File: src/gpp_pkg.sv
// Constants shared by the port 1 / port 3 / port 4 GPIO block
// Operation
// - Port 3 pins: own direction and level.
// - SPI-assigned port 3 pins ignore direction/level.
// - Select output 0 flash, 1 connector.
// - Select as input: undriven, factory default.
// - Serial function overrides all port 4 settings.
// - Port 4 inputs read inverted RS232 level.
// - Port 4 outputs drive inverted RS232 level.
// - Redirection detect input readable by firmware.
// - Port 1 pins: own direction and level.
package gpp_pkg;
   // ***************
   // Widths and masks
   // ***************
   localparam int GPP_P1_WIDTH = 8;
   localparam int GPP_P3_WIDTH = 6;
   localparam int GPP_P4_WIDTH = 8;
   localparam int GPP_SPI_PINS = 4;
   localparam int GPP_SYNC_STAGES = 3;
   // Port 4 bits that face RS232 receivers / drivers
   localparam logic [7:0] GPP_P4_IN_MASK = 8'hd9;
   localparam logic [7:0] GPP_P4_OUT_MASK = 8'h26;
   // ***************
   // Reset values
   // ***************
   localparam logic [7:0] GPP_DIR_RESET = 8'h00;
   localparam logic [7:0] GPP_LVL_RESET = 8'h00;
   localparam logic GPP_SPI_SEL_FLASH = 1'b0;
   localparam logic GPP_SPI_SEL_CONN = 1'b1;
   localparam logic GPP_SPI_SEL_FACTORY = GPP_SPI_SEL_FLASH;
endpackage

File: src/gpp_sync.sv
// Three-stage input synchroniser for a bus of pins
`timescale 1ns/100ps
module gpp_sync
   import gpp_pkg::*;
#(
   parameter int WIDTH = 8
) (
   input wire logic sys_clk,
   input wire logic rst_n,
   input wire logic [WIDTH-1:0] pinIn,
   output logic [WIDTH-1:0] pinSync
);
   typedef struct packed {
      logic [WIDTH-1:0] s1;
      logic [WIDTH-1:0] s2;
      logic [WIDTH-1:0] s3;
      logic [WIDTH-1:0] held;
   } gpp_sync_state_type;

   gpp_sync_state_type state_r;
   gpp_sync_state_type state_nxt;

   always_comb begin
      state_nxt = state_r;
      state_nxt.s1 = pinIn;
      state_nxt.s2 = state_r.s1;
      state_nxt.s3 = state_r.s2;
      // Only accept a level once two late stages agree
      for (int i = 0; i < WIDTH; i++) begin
         if (state_r.s2[i] == state_r.s3[i]) begin
            state_nxt.held[i] = state_r.s3[i];
         end
      end
   end

   always_ff @(posedge sys_clk or negedge rst_n) begin
      if (!rst_n) begin
         state_r <= '0;
      end else begin
         state_r <= state_nxt;
      end
   end

   assign pinSync = state_r.held;
endmodule // gpp_sync

File: src/gpp_ports.sv
// Port 1, 3 and 4 GPIO logic with SPI and serial alternate functions
`timescale 1ns/100ps
module gpp_ports
   import gpp_pkg::*;
(
   input wire logic sys_clk,
   input wire logic rst_n,
   // Port 1
   input wire logic [GPP_P1_WIDTH-1:0] p1DirOut,
   input wire logic [GPP_P1_WIDTH-1:0] p1OutLevel,
   input wire logic [GPP_P1_WIDTH-1:0] p1PinIn,
   output logic [GPP_P1_WIDTH-1:0] p1PinOut,
   output logic [GPP_P1_WIDTH-1:0] p1PinOe,
   output logic [GPP_P1_WIDTH-1:0] p1ReadData,
   // Port 3
   input wire logic [GPP_P3_WIDTH-1:0] p3DirOut,
   input wire logic [GPP_P3_WIDTH-1:0] p3OutLevel,
   input wire logic p3SpiAssign,
   input wire logic [GPP_SPI_PINS-1:0] spiPinOut,
   input wire logic [GPP_SPI_PINS-1:0] spiPinOe,
   input wire logic [GPP_P3_WIDTH-1:0] p3PinIn,
   output logic [GPP_P3_WIDTH-1:0] p3PinOut,
   output logic [GPP_P3_WIDTH-1:0] p3PinOe,
   output logic [GPP_P3_WIDTH-1:0] p3ReadData,
   output logic [GPP_SPI_PINS-1:0] spiPinIn,
   // SPI target select
   input wire logic spiSelDirOut,
   input wire logic spiSelLevel,
   output logic spiTargetSelect,
   output logic spiTargetSelectOe,
   // Console redirection detect
   input wire logic crDetectPin,
   output logic crDetect,
   // Port 4 / first serial port
   input wire logic [GPP_P4_WIDTH-1:0] p4DirOut,
   input wire logic [GPP_P4_WIDTH-1:0] p4OutLevel,
   input wire logic p4SerialAssign,
   input wire logic [GPP_P4_WIDTH-1:0] serialLineOut,
   input wire logic [GPP_P4_WIDTH-1:0] p4PinIn,
   output logic [GPP_P4_WIDTH-1:0] p4PinOut,
   output logic [GPP_P4_WIDTH-1:0] p4PinOe,
   output logic [GPP_P4_WIDTH-1:0] p4ReadData,
   output logic [GPP_P4_WIDTH-1:0] serialLineIn
);
   localparam int IN_W = GPP_P1_WIDTH + GPP_P3_WIDTH + GPP_P4_WIDTH + 1;

   // ***************
   // Registered state
   // ***************
   typedef struct packed {
      logic [GPP_P1_WIDTH-1:0] p1Out;
      logic [GPP_P1_WIDTH-1:0] p1Oe;
      logic [GPP_P3_WIDTH-1:0] p3Out;
      logic [GPP_P3_WIDTH-1:0] p3Oe;
      logic spiSel;
      logic spiSelOe;
      logic [GPP_P4_WIDTH-1:0] p4Out;
      logic [GPP_P4_WIDTH-1:0] p4Oe;
   } gpp_state_type;

   gpp_state_type state_r;
   gpp_state_type state_nxt;
   logic [IN_W-1:0] syncIn;
   logic [GPP_P1_WIDTH-1:0] p1Sync;
   logic [GPP_P3_WIDTH-1:0] p3Sync;
   logic [GPP_P4_WIDTH-1:0] p4Sync;
   logic crSync;

   // ***************
   // Input synchronisers
   // ***************
   gpp_sync #(
      .WIDTH(IN_W)
   ) u_sync (
      .sys_clk(sys_clk),
      .rst_n(rst_n),
      .pinIn({crDetectPin, p4PinIn, p3PinIn, p1PinIn}),
      .pinSync(syncIn)
   );

   assign p1Sync = syncIn[GPP_P1_WIDTH-1:0];
   assign p3Sync = syncIn[GPP_P1_WIDTH+GPP_P3_WIDTH-1:GPP_P1_WIDTH];
   assign p4Sync = syncIn[IN_W-2:GPP_P1_WIDTH+GPP_P3_WIDTH];
   assign crSync = syncIn[IN_W-1];

   // ***************
   // Next-state logic
   // ***************
   always_comb begin
      state_nxt = state_r;
      state_nxt.p1Out = p1OutLevel;
      state_nxt.p1Oe = p1DirOut;
      for (int i = 0; i < GPP_P3_WIDTH; i++) begin
         if (p3SpiAssign && i < GPP_SPI_PINS) begin
            state_nxt.p3Out[i] = spiPinOut[i];
            state_nxt.p3Oe[i] = spiPinOe[i];
         end else begin
            state_nxt.p3Out[i] = p3OutLevel[i];
            state_nxt.p3Oe[i] = p3DirOut[i];
         end
      end
      // Undriven select lets the board pull it to the factory route
      state_nxt.spiSelOe = spiSelDirOut;
      state_nxt.spiSel = spiSelDirOut ? spiSelLevel : GPP_SPI_SEL_FACTORY;
      if (p4SerialAssign) begin
         // Serial port owns the line drivers outright
         state_nxt.p4Out = serialLineOut & GPP_P4_OUT_MASK;
         state_nxt.p4Oe = GPP_P4_OUT_MASK;
      end else begin
         // Inverting driver: level 0 gives RS232 high
         state_nxt.p4Out = ~p4OutLevel;
         // Receiver-facing bits are never driven even if software asks
         state_nxt.p4Oe = p4DirOut & ~GPP_P4_IN_MASK;
      end
   end

   always_ff @(posedge sys_clk or negedge rst_n) begin
      if (!rst_n) begin
         state_r.p1Out <= GPP_LVL_RESET;
         state_r.p1Oe <= GPP_DIR_RESET;
         state_r.p3Out <= GPP_LVL_RESET[GPP_P3_WIDTH-1:0];
         state_r.p3Oe <= GPP_DIR_RESET[GPP_P3_WIDTH-1:0];
         state_r.spiSel <= GPP_SPI_SEL_FACTORY;
         state_r.spiSelOe <= 1'b0;
         state_r.p4Out <= GPP_LVL_RESET;
         state_r.p4Oe <= GPP_DIR_RESET;
      end else begin
         state_r <= state_nxt;
      end
   end

   // ***************
   // Outputs
   // ***************
   assign p1PinOut = state_r.p1Out;
   assign p1PinOe = state_r.p1Oe;
   assign p1ReadData = p1Sync;
   assign p3PinOut = state_r.p3Out;
   assign p3PinOe = state_r.p3Oe;
   assign p3ReadData = p3Sync;
   assign spiPinIn = p3Sync[GPP_SPI_PINS-1:0];
   assign spiTargetSelect = state_r.spiSel;
   assign spiTargetSelectOe = state_r.spiSelOe;
   assign crDetect = crSync;
   assign p4PinOut = state_r.p4Out;
   assign p4PinOe = state_r.p4Oe;
   // Pins are raw RS232 sense; read value is inverted
   assign p4ReadData = ~p4Sync & GPP_P4_IN_MASK;
   assign serialLineIn = p4Sync & GPP_P4_IN_MASK;
endmodule // gpp_ports

File: config.mk
export PLATFORM = sky130hd
export DESIGN_NAME = gpp_ports
export DESIGN_NICKNAME = d
export VERILOG_FILES = /design/src/gpp_pkg.sv /design/src/gpp_sync.sv /design/src/gpp_ports.sv
export SDC_FILE = /design/constraint.sdc
export NUM_CORES = 1
export LEC_CHECK = 0
export BUFFER_PORTS_ARGS = -buffer_cell sky130_fd_sc_hd__buf_4
export CORE_MARGIN = 4
export CORE_UTILIZATION = 49
export DETAILED_ROUTE_END_ITERATION = 12
export PLACE_DENSITY = 0.83
export SLEW_MARGIN = 20
export SYNTH_ARGS = -nofsm -noshare
export SYNTH_HDL_FRONTEND = slang
export SYNTH_SLANG_ARGS = --single-unit
File: constraint.sdc
create_clock -name sys_clk -period 1.5 [get_ports sys_clk]
set_clock_uncertainty 0.1 [all_clocks]
set_input_delay 0.075 -clock sys_clk [delete_from_list [all_inputs] [get_ports sys_clk]]
set_output_delay 0.075 -clock sys_clk [all_outputs]
set_load 0.01 [all_outputs]
==> results.yml, run 1 <==
grt:
  grt_max_degree: 41
  track_usage: 0.219
  antenna_found_initial: 0
  gr-total-overflow: 0
  grt_pass1_wl_um: 14100
  grt_pass1_vias: 2847
critical_path:
  cpPeakStageDelay_ns: 0.57
  crit_path_start_kind: "primary input"
  cp_cell_sequence: "dlygate4sd3_1 -> buf_4 -> or2_2 -> dlygate4sd3_1"
  crit_start: "p4DirOut[2]"
  critPathSlowestCell: "dlygate4sd3_1"
  worstSetupPathType: "in -> reg"
  arrival_ns: 1.61
  crit_top_cell: "dlygate4sd3_1"
  endpoint_kind: "register"
  worst_ep_required_time_ns: 1.79
  crit_fanout: 1
  r2r-start: "u_sync.pinSync[10]$_DFFE_PN0N_"
cts:
  clk_latency_ns: 0.50
  clock-root-buffer: "clkbuf_8"
  cts_resized: 0
  clkSinkCount: 121
  clk_pin_slew_worst_paths_ns: 0.06
  clk_path_buf_depth: 2
  numCtsBuffers: 17
  post-cts-setup-buffers: 0
  htreeDepth: 4
  ctsHoldBuffers: 82
  cts_tree: "yes"
floorplan:
  rows: 31
  core_area_um2: 7290
  dieArea_um2: 9030
  start_util: 0.509
  io-pin-count: 170
  die_h_um: 95.0
  dieWidth_um: 95.0
worst_hold_path:
  hp-start: "p3PinIn[3]"
  hold_class: "in -> reg"
logic_synthesis:
  synth.area.top_cells: "dfrtp_1, buf_4, maj3_1, mux2_4, inv_1"
  synth_edf_count: 0
  ys.warnings.count: 0
  yosysSeqAreaShare: 0.816
  synth_flop_cell: "dfrtp_1"
  postSynth.asyncResetShare: 1.00
  netlist_instances: 206
  synthTopCellsByCount: "dfrtp_1, buf_4, maj3_1"
  synth_seq_cells: 121
  avgSynthCellArea_um2: 18.0
  synth_top_area_frac: 0.816
  ys_types: 13
  synth_area_um2: 3710
  synth_area_leader_cell: "dfrtp_1"
  post-synth-top-count-cell: "dfrtp_1"
cells_and_area:
  insertedDiodeCount: 0
  nets: 519
  area_growth_pct: 66.6
  multiInputGateArea_um2: 432
  layout.area.seq_um2: 3030
  final_layout_size_suffix_gt1_frac: 0.431
  finalInstanceArea_um2: 6180
  fill_cells: 356
sta:
  setup_viol: 0
  hold_viol_final: 0
  tns_ns: 0
  rsz0062_at_grt: "no"
  period_share: 0.881
  max_clock_freq_ghz: 0.757
  fin_crit_ns: 1.32
  report.final.slew_viol_count: 0
power:
  vdd.ir_drop.worst_mv: 1.11
  leakagePower_nw: 2.98
  power_density_nw_per_um2: 1380
drt:
  drt_wl_total_um: 8930
  drc: 0
  dr.pass1.iters: 4
  vias: 2397
  post_drt_wl_per_cell_um: 16.5
  avgViaCountPerCell: 4.42
  ant_nets: 0
  drtIter0Drc: 53
placed_design:
  dpl.hpwl_um: 4980
  place_area_um2: 4750
  io_buffers: 145
  gp_congestion: 0.671
flow_run:
  drv_cap: 0
run_status:
  status: "completed"
[per-layer routing]
metal  GRT usage  vias up  wire (µm)
li1            -     1073          -
met1       0.228     1199       3040
met2       0.388      108       5000
met3      0.0955       17        731
met4      0.0829        0        164
met5           0        -          0
[critical path: cells and delay by family]
kind          cells  cell delay, ns
buf+inv           3            1.28
simple gates      1            0.26
[placed cells by master, fill, tap and decap left out, types with 4 or more instances in the layout]
master	n
dfrtp_1	121
maj3_1	20
mux2_4	8
buf_4	147
bufinv_16	4
nor2_1	5
clkinv_4	4
dlygate4sd3_1	82
clkinvlp_4	4
inv_1	5
clkbuf_16	16
conb_1	11
[final cells by class]
type	count	share of cell area
Multi-Input combinational cell	54	0.0698
Timing Repair Buffer	231	0.318
Sequential cell	121	0.490
Inverter	5	0.00304
Clock buffer	18	0.0676
Tap cell	99	0.0200
Clock inverter	14	0.0322
[per-stage QoR]
| stage | total power, W | util | instances | hold slack [ns] | worst slack, ns |
|---|---|---|---|---|---|
| 2_1_floorplan | 0.00389 | - | 216 | -0.321 | 0.533 |
| 4_1_cts | 0.00862 | 0.848 | 542 | 0.0893 | 0.192 |
| 6_report | 0.00856 | 0.848 | 542 | 0.118 | 0.178 |
| 3_5_place_dp | 0.00427 | 0.651 | 428 | -0.111 | 0.499 |
| 5_1_grt | 0.00890 | 0.848 | 542 | 0.101 | 0.164 |
| 3_3_place_gp | 0.00424 | 0.651 | 428 | -0.114 | 0.543 |
[sequential cells by signal (all words and copies together), names as in the netlist]
signal,flops
u_sync.state_nxt,40
u_sync.pinSync,20
u_sync.state_r,20
p1PinOe,8
p1PinOut,8
p4PinOut,8
p3PinOe,6
p3PinOut,6
p4PinOe,3
spiTargetSelect,1
spiTargetSelectOe,1
[power breakdown]
group / internal [W] / switching, W / total (W) / leakage [nW]
Sequential: 0.00347 / 0.0000977 / 0.00356 / 1.41
Combinational: 0.000524 / 0.000330 / 0.000853 / 1.27
Clock: 0.00270 / 0.00144 / 0.00415 / 0.288
[kinds of logic (layout without fill, tap and decap cells)]
family	Yosys count	count (layout)	synth area share
AOI/OAI and AO/OA	3	3	0.00404
buffers and inverters	41	268	0.0782
muxes	8	8	0.0324
and+or+nand+nor	12	12	0.0148
adders and majority gates	20	20	0.0539
other	1	11	0.00101
DFF	121	121	0.816
[worst paths after layout]
check,slack [ns],to,cells after the start
hold / removal,0.12,u_sync.state_nxt[57]$_DFF_PN0_,2
max in group asynchronous,0.31,u_sync.state_nxt[46]$_DFF_PN0_,4
hold reg to reg,0.25,u_sync.state_nxt[32]$_DFF_PN0_,0
setup / recovery,0.18,p4PinOe[2]$_DFF_PN0_,4
setup reg to reg,0.47,u_sync.pinSync[10]$_DFFE_PN0N_,1
min in group asynchronous,0.47,u_sync.state_nxt[49]$_DFF_PN0_,3
(Power assumes the default switching activity.)
==> inputs of run 2 (changes only) <==
--- a/config.mk
+++ b/config.mk
@@ -6,11 +6,15 @@
 export NUM_CORES = 1
 export LEC_CHECK = 0
 export BUFFER_PORTS_ARGS = -buffer_cell sky130_fd_sc_hd__buf_4
+export CELL_PAD_IN_SITES_DETAIL_PLACEMENT = 0
+export CELL_PAD_IN_SITES_GLOBAL_PLACEMENT = 1
 export CORE_MARGIN = 4
-export CORE_UTILIZATION = 49
+export CORE_UTILIZATION = 43
+export CTS_BUF_LIST = sky130_fd_sc_hd__clkbuf_2 sky130_fd_sc_hd__clkbuf_4 sky130_fd_sc_hd__clkbuf_8
 export DETAILED_ROUTE_END_ITERATION = 12
-export PLACE_DENSITY = 0.83
+export PLACE_DENSITY_LB_ADDON = 0.1
 export SLEW_MARGIN = 20
 export SYNTH_ARGS = -nofsm -noshare
 export SYNTH_HDL_FRONTEND = slang
+export SYNTH_HIERARCHICAL = 1
 export SYNTH_SLANG_ARGS = --single-unit
==> run 2 against run 1 <==
Net effect:
- synthesized area increased by 0.88%
- via count down 4.1%
- synthesized cell count rose by 0.49%
- hold slack better by 0.091 ns
- core utilization is 13 points lower
- total power shrank 17%
- routed wire length down 10%
- clock-buffer cell count rose by 6
- critical path depth stayed put
- first-iteration DRC count decreased by 11%
- highest routed layer unchanged
==> results.yml, run 2 <==
floorplan:
  dieWidth_um: 101
  io-pin-count: 170
  start_util: 0.449
  die_h_um: 101
  dieArea_um2: 10300
  rows: 33
  core_area_um2: 8340
critical_path:
  arrival_ns: 1.58
  crit_path_start_kind: "primary input"
  critPathSlowestCell: "dlygate4sd3_1"
  path_buf_inv: 3
  worst_ep_required_time_ns: 1.69
  crit_fanout: 1
  r2r-start: "u_sync/pinSync[8]$_DFFE_PN0N_"
  crit_cells: 4
  reg2reg_to: "u_sync/pinSync[8]$_DFFE_PN0N_"
  cp_cell_sequence: "dlygate4sd3_1 -> buf_4 -> or2_2 -> dlygate4sd3_1"
  worstSetupPathType: "in -> reg"
  cp_top_family: "buffers and inverters"
  endpoint_kind: "register"
  crit_start: "p4DirOut[5]"
  ff2ff_path_depth: 1
  cpPeakStageDelay_ns: 0.55
  crit_top_cell: "dlygate4sd3_1"
  rrSetupSlack_ns: 0.55
  cp-endpoint: "p4PinOe[5]$_DFF_PN0_"
sta:
  period_share: 0.927
  setup_viol: 0
  hold_viol_final: 0
  max_clock_freq_ghz: 0.719
  rsz0062_at_grt: "no"
  fin_crit_ns: 1.39
  tns_ns: 0
  report.final.slew_viol_count: 0
placed_design:
  io_buffers: 145
  dpl.hpwl_um: 5030
  dp_cells: 434
  place_area_um2: 4780
  gp_congestion: 0.681
cts:
  clock-root-buffer: "clkbuf_8"
  clk_latency_ns: 0.41
  cts_tree: "yes"
  htreeDepth: 4
  numCtsBuffers: 17
  clkSinkCount: 121
  post-cts-setup-buffers: 0
  cts_resized: 0
  clk_pin_slew_worst_paths_ns: 0.07
  clk_path_buf_depth: 2
cells_and_area:
  layout.cells.most_common_list: "buf_4, dfrtp_1, dlygate4sd3_1"
  final_common_cell: "buf_4"
  area_growth_pct: 59.5
  instances_no_fill: 548
  insertedDiodeCount: 0
  nets: 519
  finalInstanceArea_um2: 5970
  final_layout_size_suffix_gt1_frac: 0.479
  largest_reg_flops: 40
  fill_cells: 545
  fin_util: 0.716
flow_run:
  drv_cap: 0
logic_synthesis:
  synth_area_um2: 3740
  netlist_instances: 207
  avgSynthCellArea_um2: 18.1
  ys.warnings.count: 6
power:
  power.switching_w: 0.00159
  p_int_w: 0.00550
  pwr-share-clk: 0.378
  vdd.ir_drop.worst_mv: 0.800
  power_frac_seq: 0.501
  leakagePower_nw: 2.91
  power_density_nw_per_um2: 1190
  combinationalPowerShare: 0.120
  netSwitchingFraction: 0.225
grt:
  track_usage: 0.170
  grt_max_degree: 35
  gr-total-overflow: 0
  grt_pass1_vias: 2588
  antenna_found_initial: 0
  grt_pass1_wl_um: 13000
drt:
  dr.pass1.iters: 4
  drtIter0Drc: 47
  avgViaCountPerCell: 4.19
  drt_wl_total_um: 8030
  post_drt_wl_per_cell_um: 14.6
  vias: 2298
  drc: 0
  ant_nets: 0
run_status:
  status: "completed"
worst_hold_path:
  hold_class: "in -> reg"
==> run 2: area by class of cell <==
cell class                 instances  area (µm²)  area share
sequential                       121        3030       0.507
timing repair buffer             231        1960       0.329
multi-input combinational         54         457      0.0764
clock buffer                      24         305      0.0511
tap                              105         131      0.0220
clock inverter                     8        70.1      0.0117
inverter                           5        18.8     0.00314
==> run 2: metal layers <==
| metal | wire length, µm | vias to the layer above | global-route usage |
|---|---|---|---|
| met4 | 101 | 0 | 0.0583 |
| met5 | 0 | - | 0 |
| met3 | 867 | 14 | 0.0964 |
| li1 | - | 1058 | - |
| met2 | 4090 | 111 | 0.280 |
| met1 | 2970 | 1115 | 0.186 |
==> run 2: power groups by stage <==
stage / Sequential, W / Clock, W / Combinational [W]
6_report: 0.00356 / 0.00268 / 0.000852
3_5_place_dp: 0.00362 / 0 / 0.000675
4_1_cts: 0.00356 / 0.00277 / 0.000856
3_3_place_gp: 0.00361 / 0 / 0.000666
2_1_floorplan: 0.00363 / 0 / 0.000284
5_1_grt: 0.00358 / 0.00291 / 0.000925
==> run 2: how the worst min path moves through the flow <==
stage / start / to / slack [ns] / depth (start not counted)
floorplan: rst_n / p1PinOe[0]$_DFF_PN0_ / -0.32 / 0
global placement: rst_n / u_sync/pinSync[7]$_DFFE_PN0N_ / -0.12 / 1
detailed placement: rst_n / u_sync/pinSync[7]$_DFFE_PN0N_ / -0.12 / 1
CTS: rst_n / p3PinOe[2]$_DFF_PN0_ / 0.09 / 3
global route: p4PinIn[3] / u_sync/state_nxt[63]$_DFF_PN0_ / 0.19 / 2
finish: p3PinIn[3] / u_sync/state_nxt[57]$_DFF_PN0_ / 0.21 / 2
==> run 2: repair_timing <==
action	4_1_cts	5_1_grt
setup endpoints to repair	0	16
endpoints found under the hold margin	182	16
hold buffers	82	1
==> run 2: metrics by stage <==
stage / setup slack (ns) / power, W / hold WS [ns]
finish: 0.110 / 0.00709 / 0.209
global placement: 0.580 / 0.00428 / -0.124
floorplan: 0.626 / 0.00391 / -0.321
global route: 0.108 / 0.00742 / 0.186
CTS: 0.0574 / 0.00718 / 0.0934
detailed placement: 0.573 / 0.00429 / -0.123
==> inputs of run 3 (changes only) <==
--- a/config.mk
+++ b/config.mk
@@ -13,6 +13,7 @@
 export CTS_BUF_LIST = sky130_fd_sc_hd__clkbuf_2 sky130_fd_sc_hd__clkbuf_4 sky130_fd_sc_hd__clkbuf_8
 export DETAILED_ROUTE_END_ITERATION = 12
 export PLACE_DENSITY_LB_ADDON = 0.1
+export REMOVE_ABC_BUFFERS = 1
 export SLEW_MARGIN = 20
 export SYNTH_ARGS = -nofsm -noshare
 export SYNTH_HDL_FRONTEND = slang
==> run 3 against run 2 <==
Net effect:
- first-iteration DRC count grew 57%
- total power increased by 1.4%
- clock-buffer cell count is 1 lower
- core utilization shrank 0.14 points
- largest cell class unchanged
- highest routed layer unchanged
==> results.yml, run 3 (synthesis gave the netlist of run 2 again) <==
cells_and_area:
  finalInstanceArea_um2: 5960
  nets: 516
  final_common_cell: "buf_4"
  area_growth_pct: 59.2
  layout.cells.most_common_list: "buf_4, dfrtp_1, dlygate4sd3_1"
  largest_reg_flops: 40
  final_layout_size_suffix_gt1_frac: 0.477
  insertedDiodeCount: 0
drt:
  avgViaCountPerCell: 4.21
  post_drt_wl_per_cell_um: 14.9
  drtIter0Drc: 74
  ant_nets: 0
  drt_wl_total_um: 8120
  drc: 0
  vias: 2296
  dr.pass1.iters: 3
critical_path:
  r2r-start: "u_sync/pinSync[10]$_DFFE_PN0N_"
  ff2ff_path_depth: 1
  crit_path_start_kind: "primary input"
  crit_fanout: 1
  crit_cells: 4
  critPathSlowestCell: "dlygate4sd3_1"
  rrSetupSlack_ns: 0.54
  reg2reg_to: "u_sync/pinSync[10]$_DFFE_PN0N_"
  worst_ep_required_time_ns: 1.69
  cpPeakStageDelay_ns: 0.56
  cp_top_family: "buffers and inverters"
  path_buf_inv: 3
  arrival_ns: 1.57
  worstSetupPathType: "in -> reg"
  cp_cell_sequence: "dlygate4sd3_1 -> buf_4 -> mux2_4 -> dlygate4sd3_1"
  crit_top_cell: "dlygate4sd3_1"
  endpoint_kind: "register"
placed_design:
  post-place-ws_ns: 0.541
  gp_congestion: 0.730
  io_buffers: 145
  dpl.hpwl_um: 4890
  place_area_um2: 4760
cts:
  cts_tree: "yes"
  clk_latency_ns: 0.40
  cts_resized: 0
  clk_path_buf_depth: 2
  clock-root-buffer: "clkbuf_8"
  clkSinkCount: 121
  numCtsBuffers: 17
  htreeDepth: 4
  clk_pin_slew_worst_paths_ns: 0.07
sta:
  period_share: 0.920
  max_clock_freq_ghz: 0.725
  hold_viol_final: 0
  fin_crit_ns: 1.38
  setup_viol: 0
  setup_slack_ns: 0.121
  tns_ns: 0
  report.final.slew_viol_count: 0
  rsz0062_at_grt: "no"
grt:
  grt_max_degree: 57
  grt_pass1_vias: 2655
  track_usage: 0.172
  gr-total-overflow: 0
  antenna_found_initial: 0
  grt_pass1_wl_um: 13000
power:
  finalPower_w: 0.00719
  power_density_nw_per_um2: 1210
  vdd.ir_drop.worst_mv: 0.745
  leakagePower_nw: 2.90
floorplan:
  dieArea_um2: 10300
  core_area_um2: 8340
  start_util: 0.449
  io-pin-count: 170
  die_h_um: 101
  dieWidth_um: 101
  rows: 33
flow_run:
  drv_cap: 0
worst_hold_path:
  hold_class: "in -> async"
run_status:
  status: "completed"
[run 3: how the worst max path moves through the flow]
stage | startpoint | endpoint
floorplan | u_sync/pinSync[10]$_DFFE_PN0N_ | u_sync/pinSync[10]$_DFFE_PN0N_
global placement | u_sync/pinSync[10]$_DFFE_PN0N_ | u_sync/pinSync[10]$_DFFE_PN0N_
detailed placement | u_sync/pinSync[10]$_DFFE_PN0N_ | u_sync/pinSync[10]$_DFFE_PN0N_
CTS | p4DirOut[1] | p4PinOe[1]$_DFF_PN0_
global route | p3OutLevel[3] | p3PinOut[3]$_DFF_PN0_
finish | p3OutLevel[3] | p3PinOut[3]$_DFF_PN0_
[run 3: stage by stage]
| step | std cells | util | hold slack [ns] |
|---|---|---|---|
| final | 545 | 0.715 | 0.0315 |
| after global routing | 545 | 0.715 | 0.0466 |
| after CTS | 545 | 0.715 | 0.0158 |
| after detailed placement | 432 | 0.571 | -0.0812 |
| after global placement | 432 | 0.571 | -0.0877 |
| after floorplan | 180 | - | -0.321 |
[run 3: layer usage]
metal  GRT usage  share of wire
met1       0.187           0.37
met2       0.276           0.50
met3      0.0854           0.11
met4      0.0900          0.026
met5           0              0
[run 3: final cells by class]
| type | instances | area, µm² |
|---|---|---|
| fillers | 541 | 2380 |
| well taps | 105 | 131 |
| flip-flops and latches | 121 | 3030 |
| repair buffers | 228 | 1940 |
| inverters | 5 | 18.8 |
| multi-input cells | 54 | 457 |
| clock inverters | 9 | 97.6 |
| clock buffers | 23 | 292 |
[run 3: timing repair]
item,4_1_cts,5_1_grt
hold endpoints to repair,182,0
hold buffers,81,0
setup buffers,0,0
[run 3: power by group]
group / total (W) / internal [W] / switching [W] / leakage [nW]
Sequential: 0.00356 / 0.00346 / 0.0000960 / 1.41
Combinational: 0.000849 / 0.000531 / 0.000319 / 1.28
Clock: 0.00278 / 0.00162 / 0.00116 / 0.207
